--- src/logic/pwha_pkg.sv ---
// Shared constants and carrier types for the hardware approach controller.
// Assumes a single system clock domain and one controller instance.
package pwha_pkg;

  localparam int PW_W = 9;
  localparam int TMR_W = 16;
  localparam int CNT_W = 2;
  localparam int STEP_W = 3;
  localparam int TIMES_W = 3;
  localparam int PSC_W = 3;

  localparam logic [PW_W-1:0] PW_MAX = 9'h1FF;
  localparam logic [PW_W-1:0] PW_RST = 9'h000;
  localparam logic [TMR_W-1:0] TMR_MAX = 16'hFFFF;
  localparam logic [TMR_W-1:0] TMR_RST = 16'h0000;
  localparam logic [CNT_W-1:0] CNT_RST = 2'h0;
  localparam logic [CNT_W-1:0] CNT_MAX = 2'h3;
  localparam logic [STEP_W-1:0] STEP_RST = 3'h0;
  localparam logic [STEP_W-1:0] STEP_MAX = 3'h7;
  localparam logic [TIMES_W-1:0] TIMES_RST = 3'h0;
  localparam logic [PSC_W-1:0] PSC_RST = 3'h0;

  // Phase field codes as software reads them.
  localparam logic [1:0] PHASE_CODE_HOLD = 2'h0;
  localparam logic [1:0] PHASE_CODE_FIRST = 2'h1;
  localparam logic [1:0] PHASE_CODE_SECOND = 2'h2;
  localparam logic [1:0] PHASE_CODE_IDLE = 2'h3;

  // Adjust setting encodings; other codes leave the field unchanged.
  localparam logic [1:0] ADJ_DEC = 2'h1;
  localparam logic [1:0] ADJ_INC = 2'h2;

  typedef enum logic [1:0] {
    PWHA_HOLD,
    PWHA_FIRST,
    PWHA_SECOND,
    PWHA_IDLE
  } pwha_phase_type;

  typedef struct packed {
    logic approach_mode_select;
    logic hw_trigger_source_select;
    logic overvoltage_edge_select;
    logic [1:0] timer_clock_select;
    logic [TIMES_W-1:0] approach_count_setting;
    logic [1:0] count_adjust_setting;
    logic [1:0] step_adjust_setting;
  } pwha_cfg_type;

  typedef struct packed {
    logic [TMR_W-1:0] hold_period_value;
    logic [TMR_W-1:0] first_approach_period_value;
    logic [TMR_W-1:0] second_approach_period_value;
  } pwha_period_type;

  typedef struct packed {
    logic [1:0] timer_phase_field;
    logic approach_enable;
    logic interval_timer_on;
    logic first_target_reached_flag;
    logic second_target_reached_flag;
  } pwha_status_type;

endpackage

--- src/logic/pwha_core.sv ---
// Hardware approach controller: interval timer, phase sequencing and the
// stepping of the 9-bit pulse width toward two targets.
// Assumes configuration ports are driven from the CPU clock domain and that
// the over-voltage and pulse trigger inputs are asynchronous pins.
//
// Notes on behaviour
// - Trigger source select picks timer start source.
// - Start on over-voltage edge or timer-on rise.
// - Hold interval keeps pulse width fixed.
// - First approach interval steps toward first target.
// - After set step count, adjust count and step.
// - Stop stepping once first target equal.
// - Second approach interval steps toward second target.
// - Idle interval: timer off, software free.
// - Width, count, step writes blocked while approaching.
// - Set first flag on match; software only clears.
// - Over-voltage fall or timer-on rise clears flag.
// - Second flag: same set and clear behaviour.
// - Clearing mode select ends hardware approach.
// - Two-bit phase field; enable in approach codes.
// - Selecting hardware mode clears timer-on bit.
// - Source zero: over-voltage edge starts action.
// - Edge select picks over-voltage active polarity.
// - Prescaler select picks timer clock rate.
// - Step plus one per count plus one triggers.
// - Count adjust 10B adds one to count.
// - Clamp stepped width to 0 and 511.
// - Overshoot once, then load target exactly.
`timescale 1ns/1ps
`default_nettype none
module pwha_core
  import pwha_pkg::*;
(
  input wire logic mclk_i,
  input wire logic resetn_i,
  input wire pwha_cfg_type cfg_i,
  input wire pwha_period_type periods_i,
  input wire logic [PW_W-1:0] first_target_width_i,
  input wire logic [7:0] wr_byte_i,
  input wire logic pw_hi_wr_i,
  input wire logic pw_lo_wr_i,
  input wire logic tgt2_hi_wr_i,
  input wire logic tgt2_lo_wr_i,
  input wire logic field_wr_i,
  input wire logic [CNT_W-1:0] trigger_count_wdata_i,
  input wire logic [STEP_W-1:0] step_size_wdata_i,
  input wire logic timer_on_wr_i,
  input wire logic timer_on_wdata_i,
  input wire logic flag1_clr_i,
  input wire logic flag2_clr_i,
  input wire logic overvoltage_interrupt_i,
  input wire logic pulse_trigger_input_i,
  output logic [PW_W-1:0] pulse_width_value_o,
  output logic [PW_W-1:0] second_target_width_o,
  output logic [CNT_W-1:0] trigger_count_field_o,
  output logic [STEP_W-1:0] step_size_field_o,
  output logic [TMR_W-1:0] interval_timer_o,
  output pwha_status_type status_o
);

  // One approach step; a step past the target is followed by an exact load.
  function automatic logic [PW_W-1:0] step_width(
    input logic [PW_W-1:0] pw,
    input logic [PW_W-1:0] tgt,
    input logic [STEP_W-1:0] step,
    input logic up
  );
    logic [PW_W:0] sum;
    logic [PW_W:0] dif;
    sum = {1'b0, pw} + {7'h00, step} + 10'h001;
    dif = {1'b0, pw} - {7'h00, step} - 10'h001;
    if (up && pw > tgt) begin
      step_width = tgt;
    end else if (!up && pw < tgt) begin
      step_width = tgt;
    end else if (pw < tgt) begin
      step_width = sum[PW_W] ? PW_MAX : sum[PW_W-1:0];
    end else begin
      step_width = dif[PW_W] ? PW_RST : dif[PW_W-1:0];
    end
  endfunction

  // Saturating adjust of a small field by one, by adjust code.
  function automatic logic [STEP_W-1:0] adjust_field(
    input logic [STEP_W-1:0] val,
    input logic [STEP_W-1:0] max,
    input logic [1:0] code
  );
    adjust_field = val;
    if (code == ADJ_INC && val != max) begin
      adjust_field = val + 3'h1;
    end else if (code == ADJ_DEC && val != STEP_RST) begin
      adjust_field = val - 3'h1;
    end
  endfunction

  // Two-flop synchronisers plus a third stage for edge detection.
  logic ovp_meta, ovp_sync, ovp_prev;
  logic trg_meta, trg_sync, trg_prev;

  always_ff @(posedge mclk_i or negedge resetn_i) begin
    if (!resetn_i) begin
      ovp_meta <= 1'b0;
      ovp_sync <= 1'b0;
      ovp_prev <= 1'b0;
      trg_meta <= 1'b1;
      trg_sync <= 1'b1;
      trg_prev <= 1'b1;
    end else begin
      ovp_meta <= overvoltage_interrupt_i;
      ovp_sync <= ovp_meta;
      ovp_prev <= ovp_sync;
      trg_meta <= pulse_trigger_input_i;
      trg_sync <= trg_meta;
      trg_prev <= trg_sync;
    end
  end

  pwha_phase_type phase, next_phase;
  logic [TMR_W-1:0] timer, next_timer;
  logic [PSC_W-1:0] psc, next_psc;
  logic [PW_W-1:0] pw, next_pw;
  logic [PW_W-1:0] tgt2, next_tgt2;
  logic [7:0] pw_hi, next_pw_hi;
  logic [7:0] tgt2_hi, next_tgt2_hi;
  logic [CNT_W-1:0] tcnt, next_tcnt;
  logic [STEP_W-1:0] step, next_step;
  logic [CNT_W-1:0] trig_cnt, next_trig_cnt;
  logic [TIMES_W-1:0] step_cnt, next_step_cnt;
  logic adjusted, next_adjusted;
  logic done, next_done;
  logic dir_up, next_dir_up;
  logic timer_on, next_timer_on;
  logic flag1, next_flag1;
  logic flag2, next_flag2;
  logic mode_prev, next_mode_prev;

  logic ovp_rise, ovp_fall, ovp_act, trig, on_rise, tick, ovf, start;
  logic approaching, locked;
  logic [PSC_W-1:0] psc_mask;
  logic [PW_W-1:0] tgt;
  logic [STEP_W-1:0] tcnt_wide;

  // Event decode shared by the sequencer.
  always_comb begin
    ovp_rise = ovp_sync & ~ovp_prev;
    ovp_fall = ~ovp_sync & ovp_prev;
    ovp_act = cfg_i.overvoltage_edge_select ? ovp_rise : ovp_fall;
    trig = ~trg_sync & trg_prev;
    on_rise = timer_on_wr_i & timer_on_wdata_i & ~timer_on;
    psc_mask = PSC_W'((4'h1 << cfg_i.timer_clock_select) - 4'h1);
    tick = (psc == psc_mask);
    approaching = (phase == PWHA_FIRST) || (phase == PWHA_SECOND);
    locked = cfg_i.approach_mode_select & approaching;
    ovf = (phase != PWHA_IDLE) && tick && (timer == TMR_MAX);
    // A start is only accepted from idle so a run cannot be cut short; the
    // cycle that enters hardware mode takes none, so timer-on stays cleared.
    start = cfg_i.approach_mode_select && mode_prev &&
            (phase == PWHA_IDLE) &&
            (cfg_i.hw_trigger_source_select ? on_rise : ovp_act);
    tgt = (phase == PWHA_SECOND) ? tgt2 : first_target_width_i;
    tcnt_wide = {1'b0, tcnt};
  end

  // Next state of the sequencer, width, fields and flags.
  always_comb begin
    next_phase = phase;
    next_timer = timer;
    next_psc = psc;
    next_pw = pw;
    next_tgt2 = tgt2;
    next_pw_hi = pw_hi;
    next_tgt2_hi = tgt2_hi;
    next_tcnt = tcnt;
    next_step = step;
    next_trig_cnt = trig_cnt;
    next_step_cnt = step_cnt;
    next_adjusted = adjusted;
    next_done = done;
    next_dir_up = dir_up;
    next_timer_on = timer_on;
    next_flag1 = flag1;
    next_flag2 = flag2;
    next_mode_prev = cfg_i.approach_mode_select;

    // Software side; the low byte commits the buffered high byte.
    if (pw_hi_wr_i) begin
      next_pw_hi = wr_byte_i;
    end
    if (tgt2_hi_wr_i) begin
      next_tgt2_hi = wr_byte_i;
    end
    if (pw_lo_wr_i && !locked) begin
      next_pw = {pw_hi[0], wr_byte_i};
    end
    if (tgt2_lo_wr_i) begin
      next_tgt2 = {tgt2_hi[0], wr_byte_i};
    end
    if (field_wr_i && !locked) begin
      next_tcnt = trigger_count_wdata_i;
      next_step = step_size_wdata_i;
    end
    if (timer_on_wr_i) begin
      next_timer_on = timer_on_wdata_i;
    end
    if (cfg_i.approach_mode_select && !mode_prev) begin
      next_timer_on = 1'b0;
    end

    // Clears first, so a same-cycle hardware set below wins.
    if (flag1_clr_i || ovp_fall || on_rise) begin
      next_flag1 = 1'b0;
    end
    if (flag2_clr_i || ovp_fall || on_rise) begin
      next_flag2 = 1'b0;
    end

    // Prescaler runs only while the interval timer runs.
    if (phase != PWHA_IDLE) begin
      next_psc = tick ? PSC_RST : psc + 3'h1;
      if (tick) begin
        next_timer = timer + 16'h0001;
      end
    end

    // Stepping toward the current target in either approach phase.
    if (approaching && !done) begin
      if (pw == tgt) begin
        next_done = 1'b1;
        if (phase == PWHA_FIRST) begin
          next_flag1 = 1'b1;
        end else begin
          next_flag2 = 1'b1;
        end
      end else if (trig) begin
        if (trig_cnt == tcnt) begin
          next_trig_cnt = CNT_RST;
          next_pw = step_width(pw, tgt, step, dir_up);
          next_step_cnt = step_cnt + 3'h1;
          if (!adjusted && step_cnt == cfg_i.approach_count_setting) begin
            next_adjusted = 1'b1;
            next_tcnt = CNT_W'(adjust_field(tcnt_wide, {1'b0, CNT_MAX},
                                            cfg_i.count_adjust_setting));
            next_step = adjust_field(step, STEP_MAX,
                                     cfg_i.step_adjust_setting);
          end
        end else begin
          next_trig_cnt = trig_cnt + 2'h1;
        end
      end
    end

    // Phase sequencing; hold and first overflows reload the next period, second goes idle.
    case (phase)
      PWHA_IDLE: begin
        if (start) begin
          next_phase = PWHA_HOLD;
          next_timer = periods_i.hold_period_value;
          next_psc = PSC_RST;
          next_timer_on = 1'b1;
        end
      end
      PWHA_HOLD: begin
        if (ovf) begin
          next_phase = PWHA_FIRST;
          next_timer = periods_i.first_approach_period_value;
          next_dir_up = pw < first_target_width_i;
        end
      end
      PWHA_FIRST: begin
        if (ovf) begin
          next_phase = PWHA_SECOND;
          next_timer = periods_i.second_approach_period_value;
          next_dir_up = next_pw < tgt2;
        end
      end
      PWHA_SECOND: begin
        if (ovf) begin
          next_phase = PWHA_IDLE;
          next_timer_on = 1'b0;
        end
      end
      default: begin
        next_phase = PWHA_IDLE;
      end
    endcase

    // Every approach phase starts with fresh counters.
    if (ovf && (phase == PWHA_HOLD || phase == PWHA_FIRST)) begin
      next_trig_cnt = CNT_RST;
      next_step_cnt = TIMES_RST;
      next_adjusted = 1'b0;
      next_done = 1'b0;
    end

    // Leaving hardware mode abandons the run at once.
    if (!cfg_i.approach_mode_select && phase != PWHA_IDLE) begin
      next_phase = PWHA_IDLE;
      next_timer_on = 1'b0;
    end
  end

  always_ff @(posedge mclk_i or negedge resetn_i) begin
    if (!resetn_i) begin
      phase <= PWHA_IDLE;
      timer <= TMR_RST;
      psc <= PSC_RST;
      pw <= PW_RST;
      tgt2 <= PW_RST;
      pw_hi <= 8'h00;
      tgt2_hi <= 8'h00;
      tcnt <= CNT_RST;
      step <= STEP_RST;
      trig_cnt <= CNT_RST;
      step_cnt <= TIMES_RST;
      adjusted <= 1'b0;
      done <= 1'b0;
      dir_up <= 1'b0;
      timer_on <= 1'b0;
      flag1 <= 1'b0;
      flag2 <= 1'b0;
      mode_prev <= 1'b0;
    end else begin
      phase <= next_phase;
      timer <= next_timer;
      psc <= next_psc;
      pw <= next_pw;
      tgt2 <= next_tgt2;
      pw_hi <= next_pw_hi;
      tgt2_hi <= next_tgt2_hi;
      tcnt <= next_tcnt;
      step <= next_step;
      trig_cnt <= next_trig_cnt;
      step_cnt <= next_step_cnt;
      adjusted <= next_adjusted;
      done <= next_done;
      dir_up <= next_dir_up;
      timer_on <= next_timer_on;
      flag1 <= next_flag1;
      flag2 <= next_flag2;
      mode_prev <= next_mode_prev;
    end
  end

  // Outputs straight from state except approach_enable, gated by the mode select input; the phase code maps from the enum.
  always_comb begin
    pulse_width_value_o = pw;
    second_target_width_o = tgt2;
    trigger_count_field_o = tcnt;
    step_size_field_o = step;
    interval_timer_o = timer;
    case (phase)
      PWHA_HOLD: status_o.timer_phase_field = PHASE_CODE_HOLD;
      PWHA_FIRST: status_o.timer_phase_field = PHASE_CODE_FIRST;
      PWHA_SECOND: status_o.timer_phase_field = PHASE_CODE_SECOND;
      default: status_o.timer_phase_field = PHASE_CODE_IDLE;
    endcase
    status_o.approach_enable = locked;
    status_o.interval_timer_on = timer_on;
    status_o.first_target_reached_flag = flag1;
    status_o.second_target_reached_flag = flag2;
  end

endmodule
`default_nettype wire

--- config.mk ---
export PLATFORM = sky130hd
export DESIGN_NAME = pwha_core
export DESIGN_NICKNAME = d
export VERILOG_FILES = /design/src/logic/pwha_pkg.sv /design/src/logic/pwha_core.sv
export SDC_FILE = /design/constraint.sdc
export NUM_CORES = 1
export LEC_CHECK = 0
export ABC_CLOCK_PERIOD_IN_PS = 8119
export BUFFER_PORTS_ARGS = -buffer_cell sky130_fd_sc_hd__buf_2
export CAP_MARGIN = 5
export CORE_MARGIN = 1
export CORE_UTILIZATION = 50
export DETAILED_ROUTE_END_ITERATION = 10
export HOLD_SLACK_MARGIN = 0.08
export PLACE_DENSITY = 0.76
export SKIP_CTS_REPAIR_TIMING = 1
export SLEW_MARGIN = 20
export SYNTH_ARGS = -nofsm -noshare
export SYNTH_HDL_FRONTEND = slang
export SYNTH_SLANG_ARGS = --single-unit
--- constraint.sdc ---
create_clock -name mclk_i -period 8.12 [get_ports mclk_i]
set_input_delay 1.624 -clock mclk_i [delete_from_list [all_inputs] [get_ports mclk_i]]
set_output_delay 1.624 -clock mclk_i [all_outputs]
set_load 0.005 [all_outputs]
==> summary.txt <==
initial core utilization = 0.520
final setup vio count = 0
Yosys top cell by area = dfrtp_1
wirelength, routed = 14,900 µm
CP Class = register to register
post-synth cell types = 80
H-tree levels = 3
Slew headroom = 0.301
Remaining Overflow, GRT = 0
chip width = 103 µm
Max Cap Viol = 0
first-pass GRT wire length = 23,100 µm
commonest cells in the netlist = dfrtp_1, nand2_1, o21ai_0
# DRC = 0
CORE AREA = 9820 µm²
Leak = 0.00290 µW
number of buffers added on ports = 139
vias in the first global route = 4,741
Synth top area share = 0.289
DR vias = 5,043
CP arrival = 5.36 ns
Syn Inst Count = 573
clk_lat worst skew = 0.35 ns
ant diodes = 0
status = finished clean
unrepaired setup endpoints after global routing = false
clk_skew = 0.00729 ns
peak supply drop = 0.191 mV
Slew Viols, Final = 0
Core Util, Final = 0.616
Post-DP HPWL = 11,300 µm
# IOs = 140
final setup TNS = 0 ns
TritonRoute pass-1 iters = 5
worst path cell trace = ha_1 -> mux2i_1 -> ha_1 -> nand4_1 -> nor3_1 -> a211o_1 -> mux2_2 -> o21ai_0 -> a2bb2oi_1 -> ha_1 -> a21o_1 -> a21o_1 -> a21oi_1 -> o2111a_1 -> o41ai_1 -> a21oi_1
Seq/Total Area, Yosys = 0.315
most used cell, CP = ha_1
Max FO, Critical Path = 16
layout cell share with drive strength beyond 1 = 0.266
fin crit share = 0.626
antenna violations before repair = 0
number of enable flip-flop cells after synthesis = 0
minimum clock period = 5.08 ns
final std cells w/o fill = 840
row count = 36
Fin. Hold Viols = 0
die area = 10,600 µm²
ANT nets after route = 0
nets = 838
Async SR Flop Fraction = 1.00
Die Span Y = 103 µm
largest net degree at the start of global routing = 65
Overall Power = 1990 µW
Inst Count DP = 824
Crit path required time = 8.40 ns
FF+latch count, synth = 64
routed vias/inst = 6.00
Root Driver = clkbuf_8
Main synth FF type = dfrtp_1
Slew @ Worst Pin = 1.03 ns
slowest stage delay, CP = 0.77 ns
synthesis-to-finish area growth = 18.5%
Min-Delay Path Class = register to register
Max clock buf depth = 2
Slowest-stage cell, CP = ha_1
wire per inst = 17.7 µm
# fillers = 907
CTS Buf Count = 9
WHS = 0.355 ns
synthesized area per cell = 8.90 µm²
CP Launch Type = register
Mapped Area = 5100 µm²
post-synth net total = 709
Synth Warn # = 0
GRT Resource Usage Total = 0.286
TritonCTS clock tree = done
clk sinks = 64
crit path capture type = register
1st-iter DRT viols = 234
synth top area cells = dfrtp_1, ha_1, o21ai_0
RePlAce Congestion = 0.935
f_max = 197 MHz
power density over cell area = 329 nW/µm²
most common cell in the netlist = dfrtp_1
clock slew at reported path FFs = 0.08 ns
flip-flops by register name, summed over array words and instances, names as in the netlist, 2 cells and up:
signal and count:
step_size_field_o 3, interval_timer_o 16, second_target_width_o 9, psc 3, step_cnt 3, phase 2
pulse_width_value_o 9, trigger_count_field_o 2, trig_cnt 2
per-layer routing:
layer | GRT usage | vias up | share of wire
met4 | 0.105 | 0 | 0.026
met5 | 0 | - | 0
li1 | - | 2403 | -
met2 | 0.485 | 188 | 0.48
met1 | 0.362 | 2418 | 0.43
met3 | 0.0556 | 34 | 0.057
through the flow:
stage / instance area (µm²) / setup WS (ns)
after floorplan: 5100 / 3.47
after CTS: 6040 / 3.07
after global routing: 6040 / 2.66
final: 6040 / 3.04
after global placement: 5870 / 2.95
after detailed placement: 5870 / 2.85
worst paths after layout:
check                                          start  depth (start not counted)                                    to  slack, ns
max in group asynchronous                   resetn_i                          2  trigger_count_field_o[0]$_DFFE_PN0P_       6.11
min in group asynchronous                   resetn_i                          2                    ovp_prev$_DFF_PN0_       1.45
worst max register to register  phase[1]$_DFFE_PN1P_                         16                    dir_up$_DFFE_PN0P_       3.04
worst max-delay path            phase[1]$_DFFE_PN1P_                         16                    dir_up$_DFFE_PN0P_       3.04
worst min register to register    trg_meta$_DFF_PN1_                          0                    trg_sync$_DFF_PN1_       0.35
worst min-delay path              trg_meta$_DFF_PN1_                          0                    trg_sync$_DFF_PN1_       0.35
critical path: cells and delay by family, from the launching register on:
family	cells	cell delay (ns)
compound gates	9	1.76
fa+ha+maj	3	1.43
mux	2	0.74
flops	1	0.56
simple gates	2	0.51
logic make-up after synthesis:
group | after synthesis | synth area share
XOR/XNOR | 26 | 0.0446
multiplexers | 26 | 0.0532
AND/OR/NAND/NOR | 162 | 0.165
flip-flops | 64 | 0.315
AO/OA/AOI/OAI | 187 | 0.260
adder cells (fa/ha/maj) | 41 | 0.105
buffers and inverters | 67 | 0.0571
layout by cell type, fill, tap and decap left out, drive strengths merged, types with 9 or more instances in the layout:
master | netlist | routed
clkbuf | 16 | 13
mux2i | 17 | 17
mux2 | 9 | 9
xnor2 | 12 | 12
a21o | 10 | 10
a21oi | 25 | 25
a22oi | 16 | 16
xor2 | 14 | 14
a22o | 16 | 16
nand2 | 45 | 45
inv | 40 | 40
o21ai | 48 | 48
buf | 10 | 145
ha | 38 | 38
nor2 | 25 | 25
nand4 | 13 | 13
nor3 | 12 | 12
nand3 | 21 | 21
dfrtp | 59 | 59
report_power, final:
part | total [µW] | switching (µW) | internal (µW) | leakage, µW
registers | 570 | 165 | 406 | 0.000795
clock network | 260 | 133 | 127 | 0.0000894
logic | 1160 | 656 | 502 | 0.00202
final cells by class:
class | count | area (µm²) | area share
tap | 133 | 166 | 0.0275
inverter | 40 | 150 | 0.0248
multi-input combinational | 442 | 3200 | 0.530
timing repair buffer | 145 | 741 | 0.123
sequential | 64 | 1610 | 0.266
clock inverter | 3 | 17.5 | 0.00290
clock buffer | 13 | 159 | 0.0263
Power figures use the tool's default switching activity.
